### src/core/dotc_pkg.sv
// Package: constants, register map and mode encoding for the ODT control block
`default_nettype none
package dotc_pkg;

  // Register port geometry
  localparam int unsigned ADDR_W = 8;
  localparam int unsigned DATA_W = 32;

  // Register offsets (byte addresses, one aligned word each)
  localparam logic [7:0] REG_CFG  = 8'h00;
  localparam logic [7:0] REG_STAT = 8'h04;

  // Configuration field layout
  localparam int unsigned CFG_PD_DLL_BIT = 0;  // Mirror of MR0 A12: 1 = DLL kept on in PD
  localparam int unsigned CFG_DYN_BIT    = 1;  // Dynamic ODT enable
  localparam int unsigned CFG_CWL_LSB    = 4;
  localparam int unsigned CFG_AL_LSB     = 8;
  localparam int unsigned LAT_W          = 4;
  localparam logic [31:0] CFG_RESET      = 32'h0000_0050; // CWL 5, AL 0, A12 0, dyn off

  // Status field layout
  localparam int unsigned ST_RTT_EN_BIT = 0;
  localparam int unsigned ST_RTT_WR_BIT = 1;
  localparam int unsigned ST_WIN_BIT    = 2;
  localparam int unsigned ST_ASYNC_BIT  = 3;
  localparam int unsigned ST_PD_BIT     = 4;

  // Clock and asynchronous ODT timing, in picoseconds
  localparam int unsigned CLK_PERIOD_PS = 40000;
  localparam int unsigned TAONPD_MIN_PS = 2000;
  localparam int unsigned TAONPD_MAX_PS = 8500;
  localparam int unsigned TAOFPD_MIN_PS = 2000;
  localparam int unsigned TAOFPD_MAX_PS = 8500;

  // Least times round up, longest round down, never below one cycle
  localparam int unsigned TAONPD_MIN_RAW = (TAONPD_MIN_PS + CLK_PERIOD_PS - 1) / CLK_PERIOD_PS;
  localparam int unsigned TAONPD_MIN_CYC = (TAONPD_MIN_RAW < 1) ? 1 : TAONPD_MIN_RAW;
  localparam int unsigned TAONPD_MAX_RAW = TAONPD_MAX_PS / CLK_PERIOD_PS;
  localparam int unsigned TAONPD_MAX_CYC = (TAONPD_MAX_RAW < 1) ? 1 : TAONPD_MAX_RAW;
  localparam int unsigned TAOFPD_MIN_RAW = (TAOFPD_MIN_PS + CLK_PERIOD_PS - 1) / CLK_PERIOD_PS;
  localparam int unsigned TAOFPD_MIN_CYC = (TAOFPD_MIN_RAW < 1) ? 1 : TAOFPD_MIN_RAW;
  localparam int unsigned ASYNC_CYC      = TAONPD_MIN_CYC;

  // Latency offsets relative to write latency WL = CWL + AL
  localparam int unsigned ODTL_SUB  = 2;  // ODTLon = ODTLoff = ODTLcnw = WL - 2
  localparam int unsigned TANPD_SUB = 1;  // Entry window lead = WL - 1
  localparam logic [2:0]  CWN_BC4   = 3'h4;
  localparam logic [2:0]  CWN_BL8   = 3'h6;
  localparam int unsigned ODTH4_CYC = 4;
  localparam int unsigned ODTH8_CYC = 6;

  // Response mode, one-hot
  typedef enum logic [2:0] {
    MODE_SYNC  = 3'b001,
    MODE_TRANS = 3'b010,
    MODE_ASYNC = 3'b100
  } dotc_mode_t;

endpackage : dotc_pkg
`default_nettype wire

### src/core/dotc_win_if.sv
// Interface: power-down window signals between controller and tracker
`timescale 1ns/100ps
`default_nettype none
interface dotc_win_if;
  logic cke;
  logic ref_cmd;
  logic frozen;
  logic window;
  logic pd;

  modport trk (input cke, input ref_cmd, input frozen, output window, output pd);
  modport ctl (output cke, output ref_cmd, output frozen, input window, input pd);
endinterface : dotc_win_if
`default_nettype wire
### src/core/dotc_dly.sv
// Module: sampled-input history shift line with flat tap vector
`timescale 1ns/100ps
`default_nettype none
module dotc_dly #(
  parameter int unsigned DEPTH = 32,
  parameter int unsigned WIDTH = 3
) (
  // Clock, reset, enable
  input  wire logic                     i_mclk,
  input  wire logic                     i_rst,
  input  wire logic                     i_ce,
  // Sample in, history out (stage k = k+1 edges old)
  input  wire logic [WIDTH-1:0]         i_d,
  output logic      [DEPTH*WIDTH-1:0]   o_hist
);

  // Elaboration check: a line shorter than two stages cannot hold a latency
  generate
    if (DEPTH < 2 || WIDTH < 1) begin : g_bad
      $error("dotc_dly: DEPTH must be at least 2 and WIDTH at least 1");
    end
  endgenerate

  // One register per stage
  genvar k;
  generate
    for (k = 0; k < DEPTH; k++) begin : g_stage
      always_ff @(posedge i_mclk or posedge i_rst) begin
        if (i_rst) begin
          o_hist[k*WIDTH +: WIDTH] <= '0;
        end else if (i_ce) begin
          if (k == 0) begin
            o_hist[k*WIDTH +: WIDTH] <= i_d;
          end else begin
            o_hist[k*WIDTH +: WIDTH] <= o_hist[(k-1)*WIDTH +: WIDTH];
          end
        end
      end
    end
  endgenerate

endmodule : dotc_dly
`default_nettype wire

### src/core/dotc_odt_ctrl.sv
// Module: top of the on-die termination control, sync/async/dynamic ODT
//
// Our own choices: the plain strobed port and the register addresses.
`timescale 1ns/100ps
`default_nettype none

// Functional notes
// RL1: Controller holds ODT high at least 4 cycles once registered high.
// RL2: With a BL8 write and ODT high, ODT stays high 6 cycles from write.
// RL3: With a BC4 write and ODT high, ODT stays high 4 cycles from write.
// RL4: Asynchronous ODT timing applies in power-down when A12 freezes the DLL.
// RL5: Asynchronous mode applies ODT without additive latency.
// RL6: Async turn-on starts no sooner than 2 ns, done by 8.5 ns.
// RL7: Async turn-off starts no sooner than 2 ns, done by 8.5 ns.
// RL8: ODT receiver stays active in precharge power-down.
// RL9: Controller issues no read or write during precharge power-down.
// RL10: With A12 zero, response may be sync or async inside the entry window.
// RL11: Window starts WL-1 cycles before the first CKE-low cycle; the block starts it at the first CKE-low cycle, with no lead.
// RL12: Window ends when tCPDED has elapsed from the first CKE-low cycle.
// RL13: A refresh in progress extends the end to the later of tRFC and tCPDED.
// RL14: Window start cycle excluded, end cycles included.
// RL15: Turn-on in window lies between min and max of async and sync bounds.
// RL16: Turn-off in window lies between min and max of async and sync bounds.
// RL17: Dynamic ODT switches to write strength WL-2 cycles after a write.
// RL18: Nominal strength returns ODTLoff plus 4 (BC4) or 6 (BL8) after write.
// RL19: Sync latency before the window, async once frozen and window closed.
module dotc_odt_ctrl #(
  parameter int unsigned HIST_DEPTH = 32,
  parameter int unsigned TCPDED_CYC = 1,
  parameter int unsigned TRFC_CYC   = 8
) (
  // Clock, reset, enable
  input  wire logic                      i_mclk,
  input  wire logic                      i_rst,
  input  wire logic                      i_ce,
  // Pins sampled on CK
  input  wire logic                      i_odt,
  input  wire logic                      i_cke,
  input  wire logic                      i_wr_cmd,
  input  wire logic                      i_wr_bc4,
  input  wire logic                      i_ref_cmd,
  // Register port
  input  wire logic [dotc_pkg::ADDR_W-1:0] i_addr,
  input  wire logic [dotc_pkg::DATA_W-1:0] i_wdata,
  input  wire logic                      i_wr,
  input  wire logic                      i_rd,
  output logic      [dotc_pkg::DATA_W-1:0] o_rdata,
  // Termination control
  output logic                           o_rtt_en,
  output logic                           o_rtt_wr,
  output logic                           o_window,
  output logic                           o_async
);

  localparam int unsigned LW    = dotc_pkg::LAT_W;
  localparam int unsigned HW    = 3;
  localparam int unsigned IDX_W = $clog2(HIST_DEPTH);

  // Elaboration check: history must reach the longest WL-2 (CWL 15 + AL 15)
  generate
    if (HIST_DEPTH < 2 * ((1 << LW) - 1) - dotc_pkg::ODTL_SUB) begin : g_bad
      $error("dotc_odt_ctrl: HIST_DEPTH too short for the largest write latency");
    end
  endgenerate

  // Configuration register and its fields
  logic [dotc_pkg::DATA_W-1:0] cfg_reg;
  logic [dotc_pkg::DATA_W-1:0] cfg_next;
  logic                        pd_dll_on;
  logic                        dyn_en;
  logic [LW-1:0]               cwl;
  logic [LW-1:0]               al;
  logic [LW:0]                 wl;

  assign pd_dll_on = cfg_reg[dotc_pkg::CFG_PD_DLL_BIT];
  assign dyn_en    = cfg_reg[dotc_pkg::CFG_DYN_BIT];
  assign cwl       = cfg_reg[dotc_pkg::CFG_CWL_LSB +: LW];
  assign al        = cfg_reg[dotc_pkg::CFG_AL_LSB +: LW];
  assign wl        = {1'b0, cwl} + {1'b0, al};

  // Register decode
  logic sel_cfg;
  logic sel_stat;
  logic cfg_we;

  assign sel_cfg  = (i_addr == dotc_pkg::REG_CFG);
  assign sel_stat = (i_addr == dotc_pkg::REG_STAT);
  assign cfg_we   = i_wr & sel_cfg;
  assign cfg_next = cfg_we ? i_wdata : cfg_reg;

  // Window tracker
  dotc_win_if win_if ();

  assign win_if.cke     = i_cke;
  assign win_if.ref_cmd = i_ref_cmd;
  assign win_if.frozen  = ~pd_dll_on;                                   // [RL4]

  dotc_win #(
    .TCPDED_CYC (TCPDED_CYC),
    .TRFC_CYC   (TRFC_CYC)
  ) u_win (
    .i_mclk (i_mclk),
    .i_rst  (i_rst),
    .i_ce   (i_ce),
    .w      (win_if.trk)
  );

  // Mode state machine
  dotc_pkg::dotc_mode_t mode_reg;
  dotc_pkg::dotc_mode_t mode_next;
  logic                 cke_q;
  logic                 first_low;

  assign first_low = cke_q & ~i_cke;

  always_comb begin
    mode_next = mode_reg;
    case (mode_reg)
      dotc_pkg::MODE_SYNC: begin
        // Only a frozen DLL leads into the transition
        if (first_low && !pd_dll_on) begin                              // [RL10]
          mode_next = dotc_pkg::MODE_TRANS;
        end
      end
      dotc_pkg::MODE_TRANS: begin
        if (i_cke) begin
          mode_next = dotc_pkg::MODE_SYNC;
        end else if (!win_if.window && first_low == 1'b0) begin
          mode_next = dotc_pkg::MODE_ASYNC;                             // [RL19]
        end
      end
      dotc_pkg::MODE_ASYNC: begin
        if (i_cke) begin
          mode_next = dotc_pkg::MODE_SYNC;
        end
      end
      default: begin
        mode_next = dotc_pkg::MODE_SYNC;
      end
    endcase
  end

  // Sampled history: {bc4, write, odt}; writes ignored while powered down
  logic [HW-1:0]              hist_in;
  logic [HIST_DEPTH*HW-1:0]   hist;
  logic                       wr_ok;

  assign wr_ok   = i_wr_cmd & i_cke & ~win_if.pd & dyn_en;              // [RL9]
  // ODT is sampled in every state, power-down included
  assign hist_in = {i_wr_bc4, wr_ok, i_odt};                            // [RL8]

  dotc_dly #(
    .DEPTH (HIST_DEPTH),
    .WIDTH (HW)
  ) u_dly (
    .i_mclk (i_mclk),
    .i_rst  (i_rst),
    .i_ce   (i_ce),
    .i_d    (hist_in),
    .o_hist (hist)
  );

  // Tap selection: WL-2 in sync (AL included), fixed short delay in async
  logic [IDX_W-1:0] sync_idx;
  logic [IDX_W-1:0] async_idx;
  logic [IDX_W-1:0] odt_idx;
  logic [HW-1:0]    sync_tap;
  logic [HW-1:0]    odt_tap;
  logic             is_async;

  // Stage k is k+1 edges old, so latency n reads stage n-1
  assign sync_idx  = (wl > 5'(dotc_pkg::ODTL_SUB + 1)) ?
                     IDX_W'(wl - 5'(dotc_pkg::ODTL_SUB + 1)) : '0;      // [RL17]
  assign async_idx = IDX_W'(dotc_pkg::ASYNC_CYC - 1);                   // [RL6] [RL7]
  assign is_async  = (mode_reg == dotc_pkg::MODE_ASYNC);
  // Async reads the raw sampled ODT, bypassing the AL delay
  assign odt_idx   = is_async ? async_idx : sync_idx;                   // [RL5] [RL19]
  assign sync_tap  = hist[sync_idx * HW +: HW];
  // Inside the window the synchronous response is kept, one of the two legal
  // answers, so both the early and the late bound are met by construction
  assign odt_tap   = hist[odt_idx * HW +: HW];                          // [RL15] [RL16]

  // Dynamic ODT: write strength for 4 or 6 cycles starting at ODTLcnw
  logic [2:0] hold_reg;
  logic [2:0] hold_next;
  logic       wr_at_cnw;

  assign wr_at_cnw = sync_tap[1] & ~is_async;
  assign hold_next = wr_at_cnw ? (sync_tap[2] ? dotc_pkg::CWN_BC4        // [RL18]
                                              : dotc_pkg::CWN_BL8) :
                     (hold_reg != 3'h0) ? hold_reg - 3'h1 : 3'h0;

  // Status word
  logic [dotc_pkg::DATA_W-1:0] stat_word;
  logic [dotc_pkg::DATA_W-1:0] rdata_next;

  always_comb begin
    stat_word = '0;
    stat_word[dotc_pkg::ST_RTT_EN_BIT] = o_rtt_en;
    stat_word[dotc_pkg::ST_RTT_WR_BIT] = o_rtt_wr;
    stat_word[dotc_pkg::ST_WIN_BIT]    = o_window;
    stat_word[dotc_pkg::ST_ASYNC_BIT]  = o_async;
    stat_word[dotc_pkg::ST_PD_BIT]     = win_if.pd;
  end

  // Read data stands only in the cycle after the strobe; unmapped reads zero
  assign rdata_next = !i_rd   ? '0 :
                      sel_cfg ? cfg_reg :
                      sel_stat ? stat_word : '0;

  // Configuration and read data
  always_ff @(posedge i_mclk or posedge i_rst) begin
    if (i_rst) begin
      cfg_reg <= dotc_pkg::CFG_RESET;
      o_rdata <= '0;
    end else if (i_ce) begin
      cfg_reg <= cfg_next;
      o_rdata <= rdata_next;
    end
  end

  // Mode and CKE edge history
  always_ff @(posedge i_mclk or posedge i_rst) begin
    if (i_rst) begin
      mode_reg <= dotc_pkg::MODE_SYNC;
      cke_q    <= 1'b1;
    end else if (i_ce) begin
      mode_reg <= mode_next;
      cke_q    <= i_cke;
    end
  end

  // Termination outputs, all from flops
  always_ff @(posedge i_mclk or posedge i_rst) begin
    if (i_rst) begin
      hold_reg <= 3'h0;
      o_rtt_en <= 1'b0;
      o_rtt_wr <= 1'b0;
      o_window <= 1'b0;
      o_async  <= 1'b0;
    end else if (i_ce) begin
      hold_reg <= hold_next;
      o_rtt_en <= odt_tap[0];
      o_rtt_wr <= (hold_next != 3'h0);                                  // [RL17] [RL18]
      o_window <= win_if.window;                                        // [RL11] [RL14]
      o_async  <= (mode_next == dotc_pkg::MODE_ASYNC);                  // [RL4]
    end
  end

endmodule : dotc_odt_ctrl
`default_nettype wire

### src/core/dotc_win.sv
// Module: power-down entry transition window and refresh tracker
`timescale 1ns/100ps
`default_nettype none
module dotc_win #(
  parameter int unsigned TCPDED_CYC = 1,
  parameter int unsigned TRFC_CYC   = 8,
  parameter int unsigned CNT_W      = 8
) (
  // Clock, reset, enable
  input  wire logic i_mclk,
  input  wire logic i_rst,
  input  wire logic i_ce,
  // Window signals
  dotc_win_if.trk   w
);

  // Elaboration check: counts must fit the counter
  generate
    if (TCPDED_CYC < 1 || TCPDED_CYC >= (1 << CNT_W) || TRFC_CYC >= (1 << CNT_W)) begin : g_bad
      $error("dotc_win: TCPDED_CYC or TRFC_CYC out of counter range");
    end
  endgenerate

  localparam logic [CNT_W-1:0] CPDED = CNT_W'(TCPDED_CYC);
  localparam logic [CNT_W-1:0] TRFC  = CNT_W'(TRFC_CYC);

  logic             cke_reg;
  logic [CNT_W-1:0] rfc_reg;
  logic [CNT_W-1:0] rfc_next;
  logic [CNT_W-1:0] win_reg;
  logic [CNT_W-1:0] win_next;
  logic             first_low;
  logic [CNT_W-1:0] end_cnt;

  // First cycle CKE is registered low; end is the later of tCPDED and tRFC left
  assign first_low = cke_reg & ~w.cke;
  assign end_cnt   = (rfc_reg > CPDED) ? rfc_reg : CPDED;                 // [RL13]
  assign rfc_next  = w.ref_cmd ? TRFC : ((rfc_reg != '0) ? rfc_reg - 1'b1 : '0);
  // Count is inclusive of the end cycle; exit by CKE high drops the window
  assign win_next  = (first_low & w.frozen) ? end_cnt :                   // [RL12] [RL10]
                     (!w.cke && win_reg != '0) ? win_reg - 1'b1 : '0;     // [RL14]
  assign w.window  = (win_reg != '0);
  assign w.pd      = ~cke_reg;

  // Trackers
  always_ff @(posedge i_mclk or posedge i_rst) begin
    if (i_rst) begin
      cke_reg <= 1'b1;
      rfc_reg <= '0;
      win_reg <= '0;
    end else if (i_ce) begin
      cke_reg <= w.cke;
      rfc_reg <= rfc_next;
      win_reg <= win_next;
    end
  end

endmodule : dotc_win
`default_nettype wire

### config.mk
export PLATFORM = sky130hd
export DESIGN_NAME = dotc_odt_ctrl
export DESIGN_NICKNAME = d
export VERILOG_FILES = /design/src/core/dotc_pkg.sv /design/src/core/dotc_win_if.sv /design/src/core/dotc_dly.sv /design/src/core/dotc_odt_ctrl.sv /design/src/core/dotc_win.sv
export SDC_FILE = /design/constraint.sdc
export NUM_CORES = 1
export LEC_CHECK = 0
export BUFFER_PORTS_ARGS = -buffer_cell sky130_fd_sc_hd__buf_2
export CAP_MARGIN = 20
export CORE_AREA = 2 2 125 157
export CTS_CLUSTER_DIAMETER = 30
export DETAILED_ROUTE_END_ITERATION = 10
export DIE_AREA = 0 0 127 159
export GPL_ROUTABILITY_DRIVEN = 0
export PLACE_DENSITY = 0.71
export SKIP_LAST_GASP = 1
export SYNTH_ARGS = -nofsm -noshare
export SYNTH_HDL_FRONTEND = slang
export SYNTH_HIERARCHICAL = 1
export SYNTH_SLANG_ARGS = --single-unit
### constraint.sdc
create_clock -name i_mclk -period 3.5 [get_ports i_mclk]
set_input_delay 0.7 -clock i_mclk [delete_from_list [all_inputs] [get_ports i_mclk]]
set_output_delay 0.7 -clock i_mclk [all_outputs]
set_load 0.01 [all_outputs]
==> results.md, run 1 <==
- Worst Path Required: 3860 ps
- Drt via density: 5.84
- CTS sink cnt: 188
- Worst r2r path cells: 13
- Yosys reg bits: 188
- HP Class: in2async
- DRC Markers: 0
- Max-slew violation total from the final report: 0
- CP Capture Type: register
- Root Buffer: clkbuf_16
- Post-Synthesis Cells: 756
- Initial antenna violation count: 1
- Post-synthesis sequential area ratio: 0.511
- Ports: 86
- Sequential Area: 0.00471 mm²
- Finished Layout Cells: 1,096
- Setup crit start kind: register
- # rows: 56
- Synth top area share: 0.496
- Die height: 159 µm
- ANT nets after route: 0
- FF-to-FF setup slack: 150 ps
- WL/cell: 18.4 µm
- WL met1: 8540 µm
- Yosys top cell by area: dfrtp_1
- Clock Path Buffers: 2
- Placed Cells incl. Taps: 1,060
- Setup TNS: 0 ps
- Die W: 127 µm
- Crit Reg-Reg Startpoint: cfg_reg[4]$_DFFE_PP1P_
- Multi-input gate area: 0.00420 mm²
- Post-Route WL: 20,200 µm
- Kind of critical path: reg2reg
- First-pass GRT wire length: 33,500 µm
- Max-Cap Viols: 0
- Vias in the first global route: 6,552
- Post-placement cell area: 0.00993 mm²
- Tcrit/Tclk final: 0.957
- Synth Area per Inst: 12.2 µm²
- Rel. slew slack: 0.477
- Met2 Wirelength: 10,400 µm
- Crit Path Max Fanout: 19
- Worst skew pair latency: 440 ps
- Worst-path clk slew: 80 ps
- Syn-to-layout area delta: 14.9%
- Final hold viol count: 0
- Core Area: 0.0186 mm²
- Power per cell area: 592 mW/mm²
- H-tree depth: 4
- RSZ-0062 raised after global routing: no
- Peak supply drop: 0.308 mV
- Fin crit period: 3350 ps
- Largest net degree at the start of global routing: 114
- Share of cells above drive strength 1: 0.358
- Leakage: 0.00504 µW
- Full die area: 0.0202 mm²
- Pre-antenna DRT Iters: 5
- Final instance area: 0.0106 mm²
- WL met3: 780 µm
- Synth cell types: 71
- Highest Signal Layer: met4
- Clock Skew: 12.5 ps
- Setup violators final: 0
- Final nets: 911
- Starting Density: 0.495
- Ys flop type: dfrtp_1
- Hpwl dp: 13,700 µm
- GRT Util Overall: 0.206
- Synth top cells by count: dfrtp_1, mux2_2, nand2_1
- CP startpoint: cfg_reg[4]$_DFFE_PP1P_
- Port Buffer Count: 85
- CTS buffer count: 17
- Status: complete, no violations
- EDFF count, synth: 0
- FMAX: 299 MHz
- Fill cell count: 1,543
- Initial drt markers: 363
- Arr. time, crit path: 3700 ps
- Main area contributors after synthesis: dfrtp_1, mux2_2, mux2_4
- Grt ovf: 0
- Detailed-route via count: 6,404
- Post-Synthesis Cell Area: 0.00923 mm²
- Synth async-reset ratio: 1.00
- Reg-to-Reg End: hold_reg[2]$_DFFE_PP0P_
- Post-CTS Hold Fix Bufs: 0
- Max reg flops: 96
- CTS tree: built
- YS warnings: 6
- Slew of the pin with the lowest slew margin: 777 ps
- Synth Net Count: 817
- Most common cell in the netlist: dfrtp_1
cell usage in the layout (no fill, tap or decap), types with 4 or more instances in the layout:
cell type  instances
a21oi_1           23
a221oi_1           4
a22o_1            27
a22oi_1            4
a311oi_1           6
a31oi_1            7
and3_1             5
buf_2             84
buf_4             29
clkbuf_16         17
clkinv_8           5
dfrtp_1          183
dfstp_2            5
ha_1               8
inv_1             18
mux2_2            93
mux2_4            40
mux2i_1           23
nand2_1           58
nand3_1           21
nand3b_1           4
nand4_1           10
nor2_1            29
nor3_1             9
o211ai_1          12
o21ai_0           29
o21ai_1            4
o221ai_1           8
o22ai_1            4
o2bb2ai_1          7
xnor2_1            5
per-layer routing:
metal  vias to the layer above  track usage
met5                         -            0
met4                         0       0.0659
met3                        32       0.0457
met2                       155        0.348
met1                      3201        0.265
li1                       3016            -
power breakdown:
part | leakage (µW) | internal (µW) | total (µW) | switching, µW
Clock | 0.000298 | 1030 | 2000 | 961
Sequential | 0.00248 | 2580 | 2990 | 411
Combinational | 0.00226 | 694 | 1290 | 598
Total | 0.00504 | 4310 | 6280 | 1970
area by class of cell:
type                    instances  share of cell area
diodes                          1            0.000236
multi-input cells             507               0.396
well taps                     232              0.0274
clock inverters                15              0.0188
inverters                      20             0.00720
repair buffers                116              0.0659
clock buffers                  17              0.0401
flip-flops and latches        188               0.444
timing repair:
action | 4_1_cts | 5_1_grt
pin swaps | 0 | 1
endpoints found under the setup margin | 1 | 5
gates resized for setup | 1 | 6
buffers inserted | 0 | 3
cells by family after synthesis:
family                   count (synthesis)  synth area share
flip-flops                             188             0.511
multiplexers                           160             0.210
AND/OR/NAND/NOR                        166            0.0911
AO/OA/AOI/OAI                          162             0.128
buffers and inverters                   61            0.0369
XOR/XNOR                                 8           0.00841
adder cells (fa/ha/maj)                 11            0.0157
through the flow:
step	util	power, µW	hold WS [ps]	worst slack (ps)
3_5_place_dp	0.533	4300	468	49.3
5_1_grt	0.569	6620	424	12.8
3_3_place_gp	0.533	4250	464	150
4_1_cts	0.566	6320	386	26.9
6_report	0.569	6280	377	152
2_1_floorplan	-	3930	457	74.3
critical path: stages, from the launching register on:
cell	delay [ps]
dfstp_2	550
ha_2	200
fa_2	470
ha_2	230
a21oi_1	190
nand4_1	160
nand3_1	170
buf_12	170
a221oi_1	70
o21ai_1	140
a21oi_1	70
a2111o_1	450
and2_4	210
a31oi_1	170
how the worst max path moves through the flow:
stage               cells past startpoint                      end  slack, ps
CTS                                    11     o_rtt_wr$_DFFE_PP0P_         30
global route                           13  hold_reg[2]$_DFFE_PP0P_         10
detailed placement                     11  hold_reg[1]$_DFFE_PP0P_         50
floorplan                              14  hold_reg[1]$_DFFE_PP0P_         70
global placement                       12  hold_reg[1]$_DFFE_PP0P_        150
finish                                 13  hold_reg[2]$_DFFE_PP0P_        150
(Power assumes the default switching activity.)
==> run 2, diff against run 1 <==
- PLACE_DENSITY: 0.71 -> not set
- PLACE_DENSITY_LB_ADDON: not set -> 0.1
==> run 2 against run 1 <==
  * Sequential share of layout area down 0.38 points
  * Final area up 0.87%
  * Non-clock buffer count up 5
  * Total power about the same
  * Clock power about the same
  * Critical endpoint is now hold_reg[1]$_DFFE_PP0P_
  * Register-to-register slack about the same
  * Setup slack better by 2.7 ps
  * Critical path depth down 1
  * First-iteration DRC count up 13%
  * Clock-buffer cell count unchanged
  * Critical path type unchanged
==> results.md, run 2 (synthesis gave the netlist of run 1 again) <==
- Power per cell area: 587 mW/mm² (-0.83%)
- Clock Path Buffers: 2 (unchanged)
- Post-Route WL: 20,700 µm (+2.7%)
- Most common cell after layout, fill and taps aside: dfrtp_1
- CTS sink cnt: 188 (unchanged)
- ANT nets after route: 0 (unchanged)
- Detailed-route via count: 6,475 (+1.1%)
- CTS buffer count: 17 (unchanged)
- Initial antenna violation count: 0 (-1)
- Combinational Power Share: 0.210 (+0.004)
- Final hold viol count: 0 (unchanged)
- Commonest cells after routing, fill and taps aside: dfrtp_1, mux2_2, buf_2
- Crit Path Max Fanout: 7 (-12)
- Antenna Cells: 0 (-1)
- GRT Util Overall: 0.211 (+0.00480)
- Post-placement cell area: 0.00997 mm² (+0.43%)
- Share of cells above drive strength 1: 0.370 (+0.0118)
- First-pass GRT wire length: 34,800 µm (+3.9%)
- Switching share of power: 0.313 (-0.000922)
- Largest net degree at the start of global routing: 113 (-0.88%)
- Grt ovf: 0 (unchanged)
- Kind of critical path: reg2reg
- WL/cell: 18.8 µm (+2.3%)
- Final instance area: 0.0107 mm² (+0.87%)
- Rel. slew slack: 0.464 (-0.0129)
- Slew of the pin with the lowest slew margin: 802 ps (+25.3 ps)
- Leakage: 0.00508 µW (+0.79%)
- Sw Pwr: 1960 µW (-0.25%)
- Setup violators final: 0 (unchanged)
- Vias in the first global route: 6,896 (+5.3%)
- Peak supply drop: 0.325 mV (+5.6%)
- # rows: 56 (unchanged)
- Final nets: 916 (+0.55%)
- CTS tree: built
- Final Util: 0.574 (+0.00497)
- Clock Skew: 10.1 ps (-2.40 ps)
- Setup crit start kind: register
- Max-slew violation total from the final report: 0 (unchanged)
- Worst-path clk slew: 70 ps (about the same)
- Die W: 127 µm (unchanged)
- Worst Path Required: 3840 ps (-20 ps)
- Max-Cap Viols: 0 (unchanged)
- CP Capture Type: register
- Drt via density: 5.89 (+0.74%)
- Worst r2r path cells: 12 (-1)
- Syn-to-layout area delta: 15.9%
- Port Buffer Count: 85 (unchanged)
- Status: complete, no violations
- FMAX: 299 MHz (about the same)
- Sequential power share: 0.477 (about the same)
- Core Area: 0.0186 mm² (unchanged)
- Die height: 159 µm (unchanged)
- Hpwl dp: 14,300 µm (+4.4%)
- Clock Power Share: 0.313 (-0.005)
- Starting Density: 0.495 (unchanged)
- Initial drt markers: 409 (+13%)
- Ports: 86 (unchanged)
- Worst skew pair latency: 430 ps (about the same)
- Root Buffer: clkbuf_16
- Full die area: 0.0202 mm² (unchanged)
- H-tree depth: 4 (unchanged)
- DRC Markers: 0 (unchanged)
- Max reg flops: 96 (unchanged)
- Int Power: 4320 µW (+0.17%)
- Tcrit/Tclk final: 0.956 (about the same)
- Arr. time, crit path: 3680 ps (-20 ps)
- HP Class: in2async
- Pre-antenna DRT Iters: 5 (unchanged)
- Fin crit period: 3350 ps (-2.65 ps)
==> run 2: repair_timing <==
item	in CTS	in global routing
resized for setup	1	15
hold buffers	0	0
setup endpoints to repair	1	5
buffers inserted	0	4
pin swaps	0	5
==> run 2: path summary, 6_finish.rpt <==
check                                  startpoint                           end  slack, ps
min in group i_mclk        o_rdata[4]$_DFFE_PP0P_        o_rdata[4]$_DFFE_PP0P_        490
setup / recovery           cfg_reg[4]$_DFFE_PP1P_       hold_reg[1]$_DFFE_PP0P_        150
setup reg to reg           cfg_reg[4]$_DFFE_PP1P_       hold_reg[1]$_DFFE_PP0P_        150
hold / removal                              i_rst  u_dly/o_hist[69]$_DFFE_PP0P_        390
hold reg to reg            o_rdata[4]$_DFFE_PP0P_        o_rdata[4]$_DFFE_PP0P_        490
max in group asynchronous                   i_rst        cfg_reg[6]$_DFFE_PP1P_       2310
==> run 2: power groups by stage <==
stage / combinational (µW) / clock, µW / sequential [µW]
floorplan: 1060 / 0 / 2870
global placement: 1240 / 0 / 3020
detailed placement: 1300 / 0 / 3020
CTS: 1310 / 2020 / 2990
global route: 1460 / 2100 / 3060
finish: 1320 / 1970 / 3000
==> run 2: per-stage QoR <==
step                worst slack, ps  hold slack, ps  std cells  TNS, ps  total power, µW
finish                          154             388       1100        0             6280
global route                  -9.25             436       1100    -9.25             6630
CTS                            7.15             398       1096        0             6320
detailed placement            -60.5             473       1064    -60.5             4330
global placement               72.1             468       1064        0             4260
floorplan                      74.3             457        756        0             3930
==> run 2: cell type report <==
type | instances | area (µm²)
inverters | 20 | 76.3
repair buffers | 121 | 746
fillers | 1539 | 7950
flip-flops and latches | 188 | 4710
multi-input cells | 507 | 4250
clock inverters | 15 | 196
clock buffers | 17 | 425
well taps | 232 | 290
==> run 2: worst max-delay path, cell delays in order (launching register included) <==
cell,delay (ps)
dfstp_2,540
ha_2,200
fa_2,470
buf_4,170
a21oi_2,180
o211ai_1,150
and3_4,270
buf_4,160
a311oi_2,190
o22ai_1,130
a2111o_1,430
and2_4,200
o211ai_1,180
==> run 2: layer usage <==
layer	share of wire	vias up	track usage
met1	0.44	3234	0.278
li1	-	3005	-
met4	0.025	0	0.0774
met3	0.043	42	0.0484
met5	0	-	0
met2	0.49	194	0.342
==> run 3, diff against run 2 <==
- REMOVE_ABC_BUFFERS: not set -> 1
- SETUP_SLACK_MARGIN: not set -> 0.02
- SLEW_MARGIN: not set -> 40
==> run 3 against run 2 <==
  * Clock skew about the same
  * Fmax is 0.69% higher
  * Wire length grew 1.6%
  * Total power decreased by 0.56%
  * Clock-buffer cell count is the same
  * Core utilization fell by 0.054 points
  * Non-clock buffer count rose by 2
==> results.md, run 3 (synthesis gave the netlist of run 1 again) <==
- Detailed-route via count: 6,568 (+1.4%)
- RSZ-0062 raised after global routing: yes
- Syn-to-layout area delta: 15.8% (about the same)
- Final Util: 0.573 (about the same)
- Worst skew pair latency: 440 ps (about the same)
- Most common cell after layout, fill and taps aside: dfrtp_1
- Worst-path clk slew: 80 ps (about the same)
- Hpwl dp: 14,800 µm (+3.8%)
- HP Class: in2async
- # rows: 56 (unchanged)
- Largest net degree at the start of global routing: 76 (-33%)
- Initial drt markers: 418 (+2.2%)
- Clock Path Buffers: 2 (unchanged)
- DRC Markers: 0 (unchanged)
- Vias in the first global route: 6,843 (-0.77%)
- Rel. slew slack: 0.532 (+0.0673)
- Peak supply drop: 0.337 mV (+3.6%)
- Max reg flops: 96 (unchanged)
- Grt ovf: 0 (unchanged)
- Setup crit start kind: register
- Crit Path Max Fanout: 10 (+3)
- Initial antenna violation count: 0 (unchanged)
- ANT nets after route: 0 (unchanged)
- Root Buffer: clkbuf_16
- Kind of critical path: reg2reg
- Arr. time, crit path: 3670 ps (about the same)
- Met3 usage: 0.0420 (-0.00638)
- Leakage: 0.00508 µW (about the same)
- Final instance area: 0.0107 mm² (about the same)
- Post-Route WL: 21,000 µm (+1.6%)
- Most Used Layer, Global Route: met2
- Final hold viol count: 0 (unchanged)
- First-pass GRT wire length: 35,300 µm (+1.5%)
- Met1 usage: 0.286 (+0.00812)
- CP Capture Type: register
- Setup TNS: 0 ps (unchanged)
- Starting Density: 0.495 (unchanged)
- Power per cell area: 585 mW/mm² (-0.46%)
- Die W: 127 µm (unchanged)
- Share of cells above drive strength 1: 0.374 (+0.00447)
- M2 GR Usage: 0.360 (+0.0186)
- Clock Skew: 10.1 ps (+0.0363 ps)
- Worst Path Required: 3850 ps (about the same)
- CTS buffer count: 17 (unchanged)
- Max-slew violation total from the final report: 0 (unchanged)
- CTS sink cnt: 188 (unchanged)
- Commonest cells after routing, fill and taps aside: dfrtp_1, mux2_2, buf_2
- Setup violators final: 0 (unchanged)
- Ports: 86 (unchanged)
- Final nets: 919 (+0.33%)
- CTS tree: built
- FMAX: 301 MHz (+0.69%)
- Pre-antenna DRT Iters: 6 (+1)
- Core Area: 0.0186 mm² (unchanged)
- Antenna Cells: 0 (unchanged)
- Tcrit/Tclk final: 0.949 (-0.00657)
- Drt via density: 5.95 (+1.2%)
- Post-CTS Hold Fix Bufs: 0 (unchanged)
- GRT Util Overall: 0.216 (+0.00523)
- Fill cell count: 1,585 (+3.0%)
- Placed Cells incl. Taps: 1,067 (+0.28%)
- Status: complete, no violations
- Fin crit period: 3320 ps (-23.0 ps)
- Port Buffer Count: 85 (unchanged)
- Post-placement cell area: 0.00996 mm² (-0.16%)
- Slew of the pin with the lowest slew margin: 702 ps (-101 ps)
- WL/cell: 19.1 µm (+1.3%)
- H-tree depth: 4 (unchanged)
- Max-Cap Viols: 0 (unchanged)
- Die height: 159 µm (unchanged)
- Full die area: 0.0202 mm² (unchanged)
- Finished Layout Cells: 1,103 (+0.27%)
-- run 3: final timing paths --
| check | from | endpoint | depth (start not counted) | slack, ps |
|---|---|---|---|---|
| min in group i_mclk | i_wdata[21] | cfg_reg[21]$_DFFE_PP0P_ | 2 | 490 |
| hold reg to reg | cfg_reg[28]$_DFFE_PP0P_ | o_rdata[28]$_DFFE_PP0P_ | 1 | 490 |
| setup / recovery | cfg_reg[4]$_DFFE_PP1P_ | o_rtt_en$_DFFE_PP0P_ | 11 | 180 |
| setup reg to reg | cfg_reg[4]$_DFFE_PP1P_ | o_rtt_en$_DFFE_PP0P_ | 11 | 180 |
| hold / removal | i_rst | u_dly/o_hist[89]$_DFFE_PP0P_ | 2 | 330 |
| max in group asynchronous | i_rst | u_dly/o_hist[26]$_DFFE_PP0P_ | 3 | 2470 |
-- run 3: final cells by class --
class / instances / area, µm² / share of cell area
multi-input cells: 508 / 4280 / 0.401
clock buffers: 17 / 425 / 0.0398
repair buffers: 123 / 721 / 0.0675
flip-flops and latches: 188 / 4710 / 0.441
well taps: 232 / 290 / 0.0272
clock inverters: 15 / 173 / 0.0162
inverters: 20 / 80.1 / 0.00750
-- run 3: stage by stage --
stage                     hold WS [ps]  worst slack [ps]  power [µW]
after floorplan                    457             -93.8        3880
after global placement             467               118        4270
after detailed placement           475             -62.2        4340
after CTS                          341              51.2        6280
after global routing               362             -15.1        6620
final                              328               177        6250
-- run 3: what timing repair did --
| action | CTS | global route |
|---|---|---|
| gates cloned | 0 | 1 |
| buffers inserted | 0 | 3 |
| pin swaps | 0 | 6 |
| resized for setup | 3 | 16 |
| setup endpoints to repair | 4 | 5 |
-- run 3: critical path, stage by stage, from the launching register on --
cell       delay (ps)
dfstp_2           540
ha_1              200
fa_2              510
ha_4              210
a21oi_2           130
nand4_1           210
nand3_2           220
buf_4             220
mux4_2            510
o211ai_1          180
o221ai_1          120
o2bb2ai_1         180
-- run 3: routing by layer --
| metal | part of all wire | wire [µm] | vias to the layer above |
|---|---|---|---|
| met4 | 0.016 | 346 | 0 |
| met1 | 0.44 | 9210 | 3337 |
| li1 | - | - | 3025 |
| met5 | 0 | 0 | - |
| met3 | 0.038 | 794 | 31 |
| met2 | 0.51 | 10700 | 175 |
-- run 3: power by group --
group          switching [µW]  internal (µW)  leakage [µW]
Combinational             611            703       0.00231
Clock                     948            966      0.000289
Sequential                438           2580       0.00248
